<file path="src/flash_prot_regs.vh">
`ifndef FLASH_PROT_REGS_VH
`define FLASH_PROT_REGS_VH

// ****************************************
// Register indices (Avalon word address)
// ****************************************
`define OFS_FLASH_CONFIG 4'h4
`define OFS_IRQ_ENABLE 4'h5
`define OFS_FLASH_STATUS 4'h6
`define OFS_ERROR_STATUS 4'h7
`define OFS_PROTECTION 4'h8

// ****************************************
// Field positions
// ****************************************
`define BIT_SINGLE_FAULT 0
`define BIT_DOUBLE_FAULT 1
`define BIT_IGNORE_SINGLE 4
`define BIT_PROT_VIOL 4
`define BIT_PROT_OPEN 7
`define BIT_RSV_NV 6
`define BIT_HIGH_DIS 5
`define BIT_LOW_DIS 2
`define HIGH_SIZE_MSB 4
`define HIGH_SIZE_LSB 3
`define LOW_SIZE_MSB 1
`define LOW_SIZE_LSB 0

// ****************************************
// Reset values and addresses
// ****************************************
`define PROT_RESET 8'h7F
`define PROT_FAULT_VALUE 8'h7F
`define CONFIG_RESET 8'h00
`define PROT_BYTE_ADDR 18'h3FF0C
`define PFLASH_LOW_ADDR 18'h38000
`define PFLASH_TOP_ADDR 18'h3FFFF
`define SECTOR_SHIFT 10
`define ECC_FLAG_DELAY 1

`endif

</file>
<file path="src/fault_flags.v">
`timescale 1ns/10ps
`default_nettype none

// ****************************************
// Sticky fault flags, write one to clear
// ****************************************
module fault_flags (
	input wire core_clk,
	input wire resetn,
	input wire [1:0] set_flag,
	input wire [1:0] clr_flag,
	output reg [1:0] flag
);

	// A set arriving with a clear wins, so no event is lost
	always @(posedge core_clk or negedge resetn) begin
		if (!resetn) begin
			flag <= 2'h0;
		end else begin
			flag <= (flag & ~clr_flag) | set_flag;
		end
	end

endmodule
`default_nettype wire

</file>
<file path="src/prot_range_map.v">
`timescale 1ns/10ps
`default_nettype none
`include "flash_prot_regs.vh"

// ****************************************
// Protection byte to 1 KB sector mask
// ****************************************
module prot_range_map (
	input wire [7:0] prot,
	output reg [31:0] mask
);

	reg [31:0] high_sect;
	reg [31:0] low_sect;
	reg [31:0] active;
	reg [5:0] high_cnt;
	reg [4:0] low_cnt;
	integer i;

	always @* begin
		high_cnt = 6'h02 << prot[`HIGH_SIZE_MSB:`HIGH_SIZE_LSB];
		low_cnt = 5'h01 << prot[`LOW_SIZE_MSB:`LOW_SIZE_LSB];
		for (i = 0; i < 32; i = i + 1) begin
			high_sect[i] = (i >= 32 - high_cnt);
			low_sect[i] = (i < low_cnt);
		end
		active = ({32{~prot[`BIT_HIGH_DIS]}} & high_sect) |
			({32{~prot[`BIT_LOW_DIS]}} & low_sect);
		// Open bit set: ranges protect; clear: ranges unprotect
		if (prot[`BIT_PROT_OPEN]) begin
			mask = active;
		end else begin
			mask = ~active;
		end
	end

endmodule
`default_nettype wire

</file>
<file path="src/flash_ecc_prot.v">
`timescale 1ns/10ps
`default_nettype none
`include "flash_prot_regs.vh"

// Operation
// - double-bit error or busy-block read sets double flag
// - double flag clears only on written one
// - single fault sets single flag unless ignored
// - single flag clears only on written one
// - ECC event sets single or double, not both
// - access collision sets both fault flags
// - fault flags appear two cycles after read
// - protection writes may only grow protection
// - reset loads protection byte from flash
// - double fault on load protects everything
// - protected program/erase refused, violation flagged
// - block erase refused if any sector protected
// - open bit and disables decode protection function
// - high range ends top, low starts bottom
// - high size gives 2, 4, 8, 16 KB
// - low size gives 1, 2, 4, 8 KB
// - high size writable only while high disabled
// - low size writable only while low disabled
// - ignore bit suppresses single fault and interrupt
// - interrupt when enabled fault flag set
// - violation flag W1C, blocks command launch
module flash_ecc_prot (
	input wire core_clk,
	input wire resetn,
	input wire [3:0] address,
	input wire read,
	input wire write,
	input wire [31:0] writedata,
	input wire [3:0] byteenable,
	output reg [31:0] readdata,
	output reg waitrequest,
	input wire array_rd_valid,
	input wire array_rd_single,
	input wire array_rd_double,
	input wire array_rd_collision,
	output reg boot_rd_req,
	output reg [17:0] boot_rd_addr,
	input wire boot_rd_valid,
	input wire [7:0] boot_rd_data,
	input wire boot_rd_double,
	input wire cmd_req,
	input wire cmd_block_erase,
	input wire [17:0] cmd_addr,
	output reg cmd_accept,
	output reg cmd_refuse,
	output reg prot_loaded,
	output reg fault_irq
);

	// ****************************************
	// Local definitions
	// ****************************************
	localparam [1:0] BOOT_IDLE = 2'b00;
	localparam [1:0] BOOT_WAIT = 2'b01;
	localparam [1:0] BOOT_DONE = 2'b10;

	reg [1:0] boot_state;
	reg [1:0] next_boot_state;
	reg [7:0] program_flash_protection;
	reg [7:0] flash_config_reg;
	reg [1:0] irq_enable;
	reg protection_violation_flag;
	reg [1:0] fault_event;
	wire [1:0] fault_flag;
	wire double_fault_flag;
	wire single_fault_flag;
	wire ignore_single_fault;
	wire protection_operation_bit;
	wire high_range_disable;
	wire low_range_disable;
	wire double_fault_irq_enable;
	wire single_fault_irq_enable;
	wire [31:0] cur_mask;
	wire [31:0] cand_mask;
	reg [7:0] prot_candidate;
	reg [7:0] wbyte;
	reg wr_ok;
	reg rd_ok;
	reg wr_error_status;
	reg wr_prot;
	reg [1:0] fault_clear;
	reg viol_clear;
	reg viol_set;
	reg addr_protected;
	reg refuse_now;
	reg [7:0] read_mux;

	// ****************************************
	// Helpers
	// ****************************************
	function in_pflash_window;
		input [17:0] addr;
		begin
			in_pflash_window = (addr >= `PFLASH_LOW_ADDR) &&
				(addr <= `PFLASH_TOP_ADDR);
		end
	endfunction

	function [4:0] sector_of;
		input [17:0] addr;
		reg [17:0] offs;
		begin
			offs = addr - `PFLASH_LOW_ADDR;
			sector_of = offs[14:`SECTOR_SHIFT];
		end
	endfunction

	assign protection_operation_bit = program_flash_protection[`BIT_PROT_OPEN];
	assign high_range_disable = program_flash_protection[`BIT_HIGH_DIS];
	assign low_range_disable = program_flash_protection[`BIT_LOW_DIS];
	assign ignore_single_fault = flash_config_reg[`BIT_IGNORE_SINGLE];
	assign double_fault_irq_enable = irq_enable[`BIT_DOUBLE_FAULT];
	assign single_fault_irq_enable = irq_enable[`BIT_SINGLE_FAULT];
	assign double_fault_flag = fault_flag[`BIT_DOUBLE_FAULT];
	assign single_fault_flag = fault_flag[`BIT_SINGLE_FAULT];

	// ****************************************
	// Protection range decode
	// ****************************************
	prot_range_map cur_map (
		.prot(program_flash_protection),
		.mask(cur_mask)
	);

	prot_range_map cand_map (
		.prot(prot_candidate),
		.mask(cand_mask)
	);

	// ****************************************
	// Bus decode
	// ****************************************
	// Answer is given one cycle after the request is seen
	always @* begin
		wbyte = writedata[7:0];
		wr_ok = write && !waitrequest && byteenable[0];
		rd_ok = read && waitrequest;
		wr_error_status = wr_ok && (address == `OFS_ERROR_STATUS);
		wr_prot = wr_ok && (address == `OFS_PROTECTION);
		fault_clear = 2'h0;
		if (wr_error_status) begin
			fault_clear = wbyte[1:0];
		end
		viol_clear = wr_ok && (address == `OFS_FLASH_STATUS) &&
			wbyte[`BIT_PROT_VIOL];
	end

	always @* begin
		case (address)
			`OFS_FLASH_CONFIG: read_mux = flash_config_reg;
			`OFS_IRQ_ENABLE: read_mux = {6'h00, irq_enable};
			`OFS_FLASH_STATUS:
				read_mux = {3'h0, protection_violation_flag, 4'h0};
			`OFS_ERROR_STATUS: read_mux = {6'h00, fault_flag};
			`OFS_PROTECTION: begin
				read_mux = program_flash_protection;
				read_mux[`BIT_PROT_OPEN] = protection_operation_bit;
			end
			default: read_mux = 8'h00;
		endcase
	end

	// Fixed single wait state; the master must hold its request until then
	always @(posedge core_clk or negedge resetn) begin
		if (!resetn) begin
			waitrequest <= 1'b1;
			readdata <= 32'h00000000;
		end else begin
			if (!waitrequest) begin
				waitrequest <= 1'b1;
			end else if (read || write) begin
				waitrequest <= 1'b0;
			end
			if (rd_ok) begin
				readdata <= {24'h000000, read_mux};
			end
		end
	end

	// ****************************************
	// Configuration registers
	// ****************************************
	always @(posedge core_clk or negedge resetn) begin
		if (!resetn) begin
			flash_config_reg <= `CONFIG_RESET;
			irq_enable <= 2'h0;
		end else if (wr_ok) begin
			if (address == `OFS_FLASH_CONFIG) begin
				flash_config_reg <= {3'h0, wbyte[`BIT_IGNORE_SINGLE], 4'h0};
			end
			if (address == `OFS_IRQ_ENABLE) begin
				irq_enable <= wbyte[1:0];
			end
		end
	end

	// ****************************************
	// ECC fault capture
	// ****************************************
	// Events are staged one cycle, matching the documented delay
	always @(posedge core_clk or negedge resetn) begin
		if (!resetn) begin
			fault_event <= 2'h0;
		end else if (array_rd_valid) begin
			fault_event[`BIT_DOUBLE_FAULT] <= array_rd_double ||
				array_rd_collision;
			fault_event[`BIT_SINGLE_FAULT] <= array_rd_collision ||
				(array_rd_single && !array_rd_double &&
				!ignore_single_fault);
		end else begin
			fault_event <= 2'h0;
		end
	end

	fault_flags err_flags (
		.core_clk(core_clk),
		.resetn(resetn),
		.set_flag(fault_event),
		.clr_flag(fault_clear),
		.flag(fault_flag)
	);

	// Ignore bit also masks a single flag still standing
	always @(posedge core_clk or negedge resetn) begin
		if (!resetn) begin
			fault_irq <= 1'b0;
		end else begin
			fault_irq <= (double_fault_flag && double_fault_irq_enable) ||
				(single_fault_flag && single_fault_irq_enable &&
				!ignore_single_fault);
		end
	end

	// ****************************************
	// Reset sequence: fetch protection byte
	// ****************************************
	always @* begin
		next_boot_state = boot_state;
		case (boot_state)
			BOOT_IDLE: next_boot_state = BOOT_WAIT;
			BOOT_WAIT: begin
				if (boot_rd_valid) begin
					next_boot_state = BOOT_DONE;
				end
			end
			BOOT_DONE: next_boot_state = BOOT_DONE;
			default: next_boot_state = BOOT_IDLE;
		endcase
	end

	always @(posedge core_clk or negedge resetn) begin
		if (!resetn) begin
			boot_state <= BOOT_IDLE;
			boot_rd_req <= 1'b0;
			boot_rd_addr <= 18'h00000;
			prot_loaded <= 1'b0;
		end else begin
			boot_state <= next_boot_state;
			boot_rd_req <= (boot_state == BOOT_IDLE);
			boot_rd_addr <= `PROT_BYTE_ADDR;
			prot_loaded <= (next_boot_state == BOOT_DONE);
		end
	end

	// ****************************************
	// Protection register update
	// ****************************************
	// Size fields follow the written value only while disabled
	always @* begin
		prot_candidate = program_flash_protection;
		prot_candidate[`BIT_PROT_OPEN] = wbyte[`BIT_PROT_OPEN];
		prot_candidate[`BIT_HIGH_DIS] = wbyte[`BIT_HIGH_DIS];
		prot_candidate[`BIT_LOW_DIS] = wbyte[`BIT_LOW_DIS];
		if (high_range_disable) begin
			prot_candidate[`HIGH_SIZE_MSB:`HIGH_SIZE_LSB] =
				wbyte[`HIGH_SIZE_MSB:`HIGH_SIZE_LSB];
		end
		if (low_range_disable) begin
			prot_candidate[`LOW_SIZE_MSB:`LOW_SIZE_LSB] =
				wbyte[`LOW_SIZE_MSB:`LOW_SIZE_LSB];
		end
	end

	// Reserved bit keeps its loaded value; software cannot touch it
	always @(posedge core_clk or negedge resetn) begin
		if (!resetn) begin
			program_flash_protection <= `PROT_RESET;
		end else if (boot_state == BOOT_WAIT && boot_rd_valid) begin
			if (boot_rd_double) begin
				program_flash_protection <= `PROT_FAULT_VALUE;
			end else begin
				program_flash_protection <= boot_rd_data;
			end
		end else if (wr_prot && boot_state == BOOT_DONE) begin
			if ((cur_mask & ~cand_mask) == 32'h00000000) begin
				program_flash_protection <= prot_candidate;
			end
		end
	end

	// ****************************************
	// Command admission
	// ****************************************
	// Until the byte is loaded every command is refused
	always @* begin
		addr_protected = in_pflash_window(cmd_addr) &&
			cur_mask[sector_of(cmd_addr)];
		if (cmd_block_erase) begin
			addr_protected = (cur_mask != 32'h00000000);
		end
		viol_set = cmd_req && !protection_violation_flag &&
			prot_loaded && addr_protected;
		refuse_now = protection_violation_flag ||
			!prot_loaded || addr_protected;
	end

	always @(posedge core_clk or negedge resetn) begin
		if (!resetn) begin
			cmd_accept <= 1'b0;
			cmd_refuse <= 1'b0;
			protection_violation_flag <= 1'b0;
		end else begin
			// Answer and violation flag share one edge, so both show together
			cmd_accept <= cmd_req && !refuse_now;
			cmd_refuse <= cmd_req && refuse_now;
			if (viol_set) begin
				protection_violation_flag <= 1'b1;
			end else if (viol_clear) begin
				protection_violation_flag <= 1'b0;
			end
		end
	end

endmodule
`default_nettype wire

</file>
<file path="config.mk">
export PLATFORM = sky130hd
export DESIGN_NAME = flash_ecc_prot
export DESIGN_NICKNAME = d
export VERILOG_FILES = /design/src/fault_flags.v /design/src/prot_range_map.v /design/src/flash_ecc_prot.v
export VERILOG_INCLUDE_DIRS = /design/src
export SDC_FILE = /design/constraint.sdc
export NUM_CORES = 1
export LEC_CHECK = 0
export BUFFER_PORTS_ARGS = -buffer_cell sky130_fd_sc_hd__buf_2
export CELL_PAD_IN_SITES_DETAIL_PLACEMENT = 0
export CELL_PAD_IN_SITES_GLOBAL_PLACEMENT = 2
export CORE_MARGIN = 2
export CORE_UTILIZATION = 28
export CTS_CLUSTER_SIZE = 8
export DETAILED_ROUTE_END_ITERATION = 12
export GPL_ROUTABILITY_DRIVEN = 0
export PLACE_DENSITY = 0.88
export SYNTH_ARGS = -nofsm -noshare
export SYNTH_HDL_FRONTEND = slang
export SYNTH_HIERARCHICAL = 1
export SYNTH_SLANG_ARGS = --single-unit
</file>
<file path="constraint.sdc">
create_clock -name core_clk -period 4.1 [get_ports core_clk]
set_input_delay 0.82 -clock core_clk [delete_from_list [all_inputs] [get_ports core_clk]]
set_output_delay 0.82 -clock core_clk [all_outputs]
set_load 0.02 [all_outputs]
</file>
==> Yosys cells after proc, flatten, opt, wreduce, memory -nomap -nowiden <==
Index checks and enable logic that the tools add are counted.
{ "totals": {"mem_count": 0, "register_bits": 33, "ramBits": 0, "latchBits": 0, "word_cells": 239, "rom_bits": 0} }
{ "classes": {"eq_ne": 8, "mux": 20, "div": 0, "mul": 0, "n_shift": 4, "bitwise_logic": 17, "n_addsub": 3, "order_cmp": 129, "n_reduce_logical": 42} }
{ "ops": {"columns": ["cell", "n"], "rows": [
  ["$ge A5 B32 Y1 const A", 32],
  ["$ge A4 B32 Y1 const A", 16],
  ["$ge A3 B32 Y1 const A", 8],
  ["$lt A5 B5 Y1 const A", 30],
  ["$ge A1 B32 Y1 const A", 4],
  ["$ge A2 B32 Y1 const A", 4],
  ["$and A32 B32 Y32", 3],
  ["$not A32 Y32", 3],
  ["$lt A4 B5 Y1 const A", 16],
  ["$and A32 B31 Y32", 2],
  ["$mux W32", 2],
  ["$or A32 B32 Y32", 2],
  ["$lt A3 B5 Y1 const A", 8],
  ["$pmux W8 S5", 1],
  ["$logic_not A32 Y1", 1],
  ["$mux W8", 4],
  ["$reduce_bool A32 Y1", 1],
  ["$logic_and A1 B1 Y1", 21],
  ["$lt A1 B5 Y1 const A", 4],
  ["$lt A2 B5 Y1 const A", 4],
  ["$ge A18 B18 Y1 const B", 1],
  ["$le A18 B18 Y1 const B", 1],
  ["$eq A4 B3 Y1 const B", 4],
  ["$sub A15 B1 Y15 const B", 1],
  ["20 further kinds", 50]
]} }

==> Depth between registers and ports, before layout <==
{ "depth": {"depth_word": 14, "depth_mapped": 12} }

==> Hierarchy <==
The synthesis kept the hierarchy.
{ "modules_own_cells": {"columns": ["mod", "seq_area_each_um2", "n_inst", "cells_each", "area_per_inst_um2"], "rows": [
  ["flash_ecc_prot", 785.8, 1, 268, 2442.3],
  ["prot_range_map", 0.0, 2, 46, 355.3],
  ["fault_flags", 50.0, 1, 6, 72.6]
]} }

==> Worst setup path before layout <==
Ideal clock, no wire load.
{ "synth_timing": {"path_type": "input to register", "from": "in writedata[4]", "to": "reg program_flash_protection[7]", "arrival_ns": 2.936, "setup_slack_ns": 1.025, "path_buffers": 1, "stages": 10, "path_cell_list": "mux2_2 > nor2b_4 > nand2_1 > xnor2_1 > buf_4 > inv_1 > a2111oi_0 > nand4_1 > o31ai_1 > a31oi_1"} }
{ "synth_via": {"elab_chain_cells": 13, "word_cells_on_any_way": 44, "classes_between": "1 x add/sub; 32 x order compare; 1 x shift; 2 x mux; 5 x bitwise; 3 x reduce/logical"} }
{ "synth_lines": {"columns": ["element", "line_no", "text"], "rows": [
  ["start: declaration", "flash_ecc_prot.v:33", "input wire [31:0] writedata,"],
  ["$mux W2 *", "flash_ecc_prot.v:279", "if (high_range_disable) begin"],
  ["$shl A2 B2 Y6 *", "prot_range_map.v:21", "high_cnt = 6'h02 << prot[`HIGH_SIZE_MSB:`HIGH_SIZE_LSB];"],
  ["$sub A6 B6 Y7 *", "prot_range_map.v:24", "high_sect[i] = (i >= 32 - high_cnt);"],
  ["$ge A5 B32 Y1 *", "prot_range_map.v:24", null],
  ["$and A32 B32 Y32 *", "prot_range_map.v:27", "active = ({32{~prot[`BIT_HIGH_DIS]}} & high_sect) |"],
  ["$or A32 B32 Y32 *", "prot_range_map.v:27", null],
  ["$not A32 Y32", "prot_range_map.v:33", "mask = ~active;"],
  ["$mux W32 *", "prot_range_map.v:30", "if (prot[`BIT_PROT_OPEN]) begin"],
  ["net cand_mask[16]", "flash_ecc_prot.v:79", "wire [31:0] cand_mask;"],
  ["$not A32 Y32 *", "flash_ecc_prot.v:300", "if ((cur_mask & ~cand_mask) == 32'h00000000) begin"],
  ["$and A32 B32 Y32 *", "flash_ecc_prot.v:300", null],
  ["$logic_not A32 Y1 *", "flash_ecc_prot.v:300", null],
  ["$reduce_bool A2 Y1 (no line) *", null, null],
  ["$reduce_and A2 Y1 (no line) *", null, null],
  ["end signal: assignment", "flash_ecc_prot.v:295", "program_flash_protection <= `PROT_FAULT_VALUE;"],
  ["end signal: assignment", "flash_ecc_prot.v:297", "program_flash_protection <= boot_rd_data;"],
  ["end signal: assignment", "flash_ecc_prot.v:301", "program_flash_protection <= prot_candidate;"],
  ["end: declaration", "flash_ecc_prot.v:64", "reg [7:0] program_flash_protection;"]
]} }
Mark *: on every way through the listed nets, which the timed path passes. The rest lies on a longest branch.
A chain may end at the register's enable or synchronous reset.

==> Worst setup path in the final report <==
{ "layout_timing": {"from": "reg program_flash_protection[5]", "to": "reg program_flash_protection[1]"} }
{ "layout_via": {"elab_chain_cells": 13, "word_cells_on_any_way": 49, "classes_between": "1 x add/sub; 32 x order compare; 1 x shift; 3 x mux; 9 x bitwise; 3 x reduce/logical"} }
{ "layout_lines": {"columns": ["element", "line_no", "text"], "rows": [
  ["start signal: assignment", "flash_ecc_prot.v:292", "program_flash_protection <= `PROT_RESET;"],
  ["start signal: assignment", "flash_ecc_prot.v:295", null],
  ["start signal: assignment", "flash_ecc_prot.v:297", null],
  ["$mux W2 *", "flash_ecc_prot.v:279", null],
  ["net prot_candidate[4]", "flash_ecc_prot.v:80", "reg [7:0] prot_candidate;"],
  ["$shl A2 B2 Y6 *", "prot_range_map.v:21", null],
  ["$sub A6 B6 Y7 *", "prot_range_map.v:24", null],
  ["$ge A5 B32 Y1 *", "prot_range_map.v:24", null],
  ["$and A32 B32 Y32 *", "prot_range_map.v:27", null],
  ["$or A32 B32 Y32 *", "prot_range_map.v:27", null],
  ["$not A32 Y32", "prot_range_map.v:33", null],
  ["$mux W32 *", "prot_range_map.v:30", null],
  ["net cand_mask[31]", "flash_ecc_prot.v:79", null],
  ["$not A32 Y32 *", "flash_ecc_prot.v:300", null],
  ["$and A32 B32 Y32 *", "flash_ecc_prot.v:300", null],
  ["$logic_not A32 Y1 *", "flash_ecc_prot.v:300", null],
  ["$reduce_bool A2 Y1 (no line) *", null, null],
  ["$reduce_and A2 Y1 (no line) *", null, null]
]} }
Marks and branches as above.

==> reports/metrics.cfg <==
[cells_and_area]
antennaDiodeCount=0
fillers=1213
top_regs=program_flash_protection: 8 flops, readdata: 8 flops
drive_gt1_frac=0.303
syn_to_final_growth_pct=6.09
nNetsFinal=475

[routing]
num_vias=2430
ant_nets=0
drt-total-wl_mm=7.07
drc=0
wl_per_cell_um=13.1
drtIter0Drc=127
routed_via_density=4.51
first_pass_iters=4

[clock_tree]
worst_skew_pair.late_latency_ns=0.27
cts_resized=0
clkSlewWorstSetupHoldPaths_ns=0.05
post-cts-setup-buffers=0
clock-sinks=33
cts_root_buffer=clkbuf_16
cts_buffer_depth=2
hold_buffers=0
cts-htree-levels=2
cts_made_buffers=5
cts_tree=built

[yosys]
synth-edff-count=0
synth_common_cells=buf_4, inv_1, nand2_1
seq_area_frac_synth=0.259
synth-main-ff-cell=dfrtp_1
async_flop_share=1.00
syn_area_mm2=0.00323
avgSynthCellArea_um2=8.81
synthCells=366
synthTopCellsByArea=dfrtp_1, buf_4, dfstp_2
yosysWarnings=6
synth.most_common_cell=buf_4
yosysTopAreaCellShare=0.194
ys_seq_elements=33
yosysTopAreaCell=dfrtp_1
synth.distinct_cells=54

[timing]
setup_violations=0
max_freq_mhz=309
fin_worst_skew_ns=0.00277
post-route-period-util=0.789
worst_pin_slew_ns=1.07
finalSetupTns_ns=0
rsz0062_at_grt=no
finalCriticalPeriod_ns=3.23
maxSlewHeadroom=0.279
hold_viol_final=0
setup_ws_ns=0.865
slew_violations=0

[critical_path]
cp-endpoint=program_flash_protection[1]
cpLargestDelayFamily=compound AO/OA/AOI/OAI gates
cp-startpoint=program_flash_protection[5]
critPathRequiredTime_ns=4.28
endpoint_kind=flop
reg2regPathDepth=10
cp-start-kind=flop
critical_path.max_stage_delay_ns=0.67
critPathArrivalTime_ns=3.42
crit_fanout=8
crit_chain=mux2_2, or2_4, ha_1, a21oi_1, xnor2_1, nor2b_1, a2111oi_0, and4_1, a31oi_1, o31ai_1
crit_buf_inv=0
crit_type=reg2reg
cp_slowest_cell=dfstp_2
r2r_slack_ns=0.87
path_depth=10
r2r_end=program_flash_protection[1]
r2r-start=program_flash_protection[5]

[power_and_ir_drop]
powerDensity_mw_per_mm2=594
p_leak_uw=0.00153
ir_worst_vdd_uv=253

[status]
status=completed

[grt]
grt_pass1_vias=2267
track_usage=0.109
grt_pass1_wl_mm=11.2
antenna_found_initial=0
grt_max_degree=34
grt_overflow_total=0

[floorplan]
start_util=0.285
fp.dieW_um=111
die_y_um=111
die_area_mm2=0.0124
core_mm2=0.0113
fp-row-count=39
num_io_pins=134

[job]
maxCapViolCount=0

[placed_design]
port_buffers=65
dp_hpwl_mm=5.72
place_ws_ns=0.654

[worst_hold_path]
hp-class=reg2reg

power breakdown:
part / switching [uW] / leakage (uW) / internal (uW)
registers: 99.7 / 0.000397 / 438
clock network: 125 / 0.0000652 / 225
logic: 629 / 0.00106 / 516
total: 854 / 0.00153 / 1180
layout by cell type (no fill, tap or decap), drive strengths merged, types with 8 or more instances in the layout:
cell,count
nor2,15
conb,31
nor4,10
nand4,8
dfrtp,25
nor2b,29
buf,69
mux4,8
xnor2,24
o21ai,16
inv,32
a21oi,8
nand2,29
mux2,9
clkbuf,8
o31ai,10
dfstp,8
per-stage QoR:
stage / cell area (um2) / cells / utilization / total power [uW] / hold slack, ns
after floorplan: 3330 / 395 / - / 1600 / 0.404
after global placement: 3290 / 531 / 0.290 / 1670 / 0.425
after detailed placement: 3290 / 531 / 0.290 / 1690 / 0.425
after CTS: 3420 / 539 / 0.302 / 2050 / 0.438
after global routing: 3420 / 539 / 0.302 / 2180 / 0.446
final: 3420 / 539 / 0.302 / 2030 / 0.431
routing by layer:
layer	wire [um]	global-route usage	up-vias
met1	3230	0.142	1130
met3	459	0.0283	4
met2	3340	0.187	71
li1	-	-	1225
met5	0	0	-
met4	44	0.0140	0
worst min path at each step:
stage,startpoint,to,slack (ns),cells after the start
after floorplan,fault_event[0],err_flags/flag[0],0.40,1
after global placement,fault_event[1],err_flags/flag[1],0.43,1
after detailed placement,fault_event[0],err_flags/flag[0],0.43,1
after CTS,fault_event[0],err_flags/flag[0],0.44,1
after global routing,fault_event[0],err_flags/flag[0],0.45,1
final,fault_event[0],err_flags/flag[0],0.43,1
cell families after synthesis:
logic type	share of synthesized area
and+or+nand+nor	0.207
buffers and inverters	0.218
AOI/OAI and AO/OA	0.116
DFF	0.259
xor gates and xnor gates	0.0807
muxes	0.109
adders and majority gates	0.00776
other	0.00233
final cells by class:
| class | instances | area (um2) | area share |
|---|---|---|---|
| sequential | 33 | 836 | 0.244 |
| timing repair buffer | 69 | 355 | 0.104 |
| tap | 143 | 179 | 0.0523 |
| clock buffer | 8 | 136 | 0.0399 |
| inverter | 32 | 120 | 0.0351 |
| multi-input combinational | 254 | 1800 | 0.525 |
No activity file was read; power rests on OpenSTA's default activity.
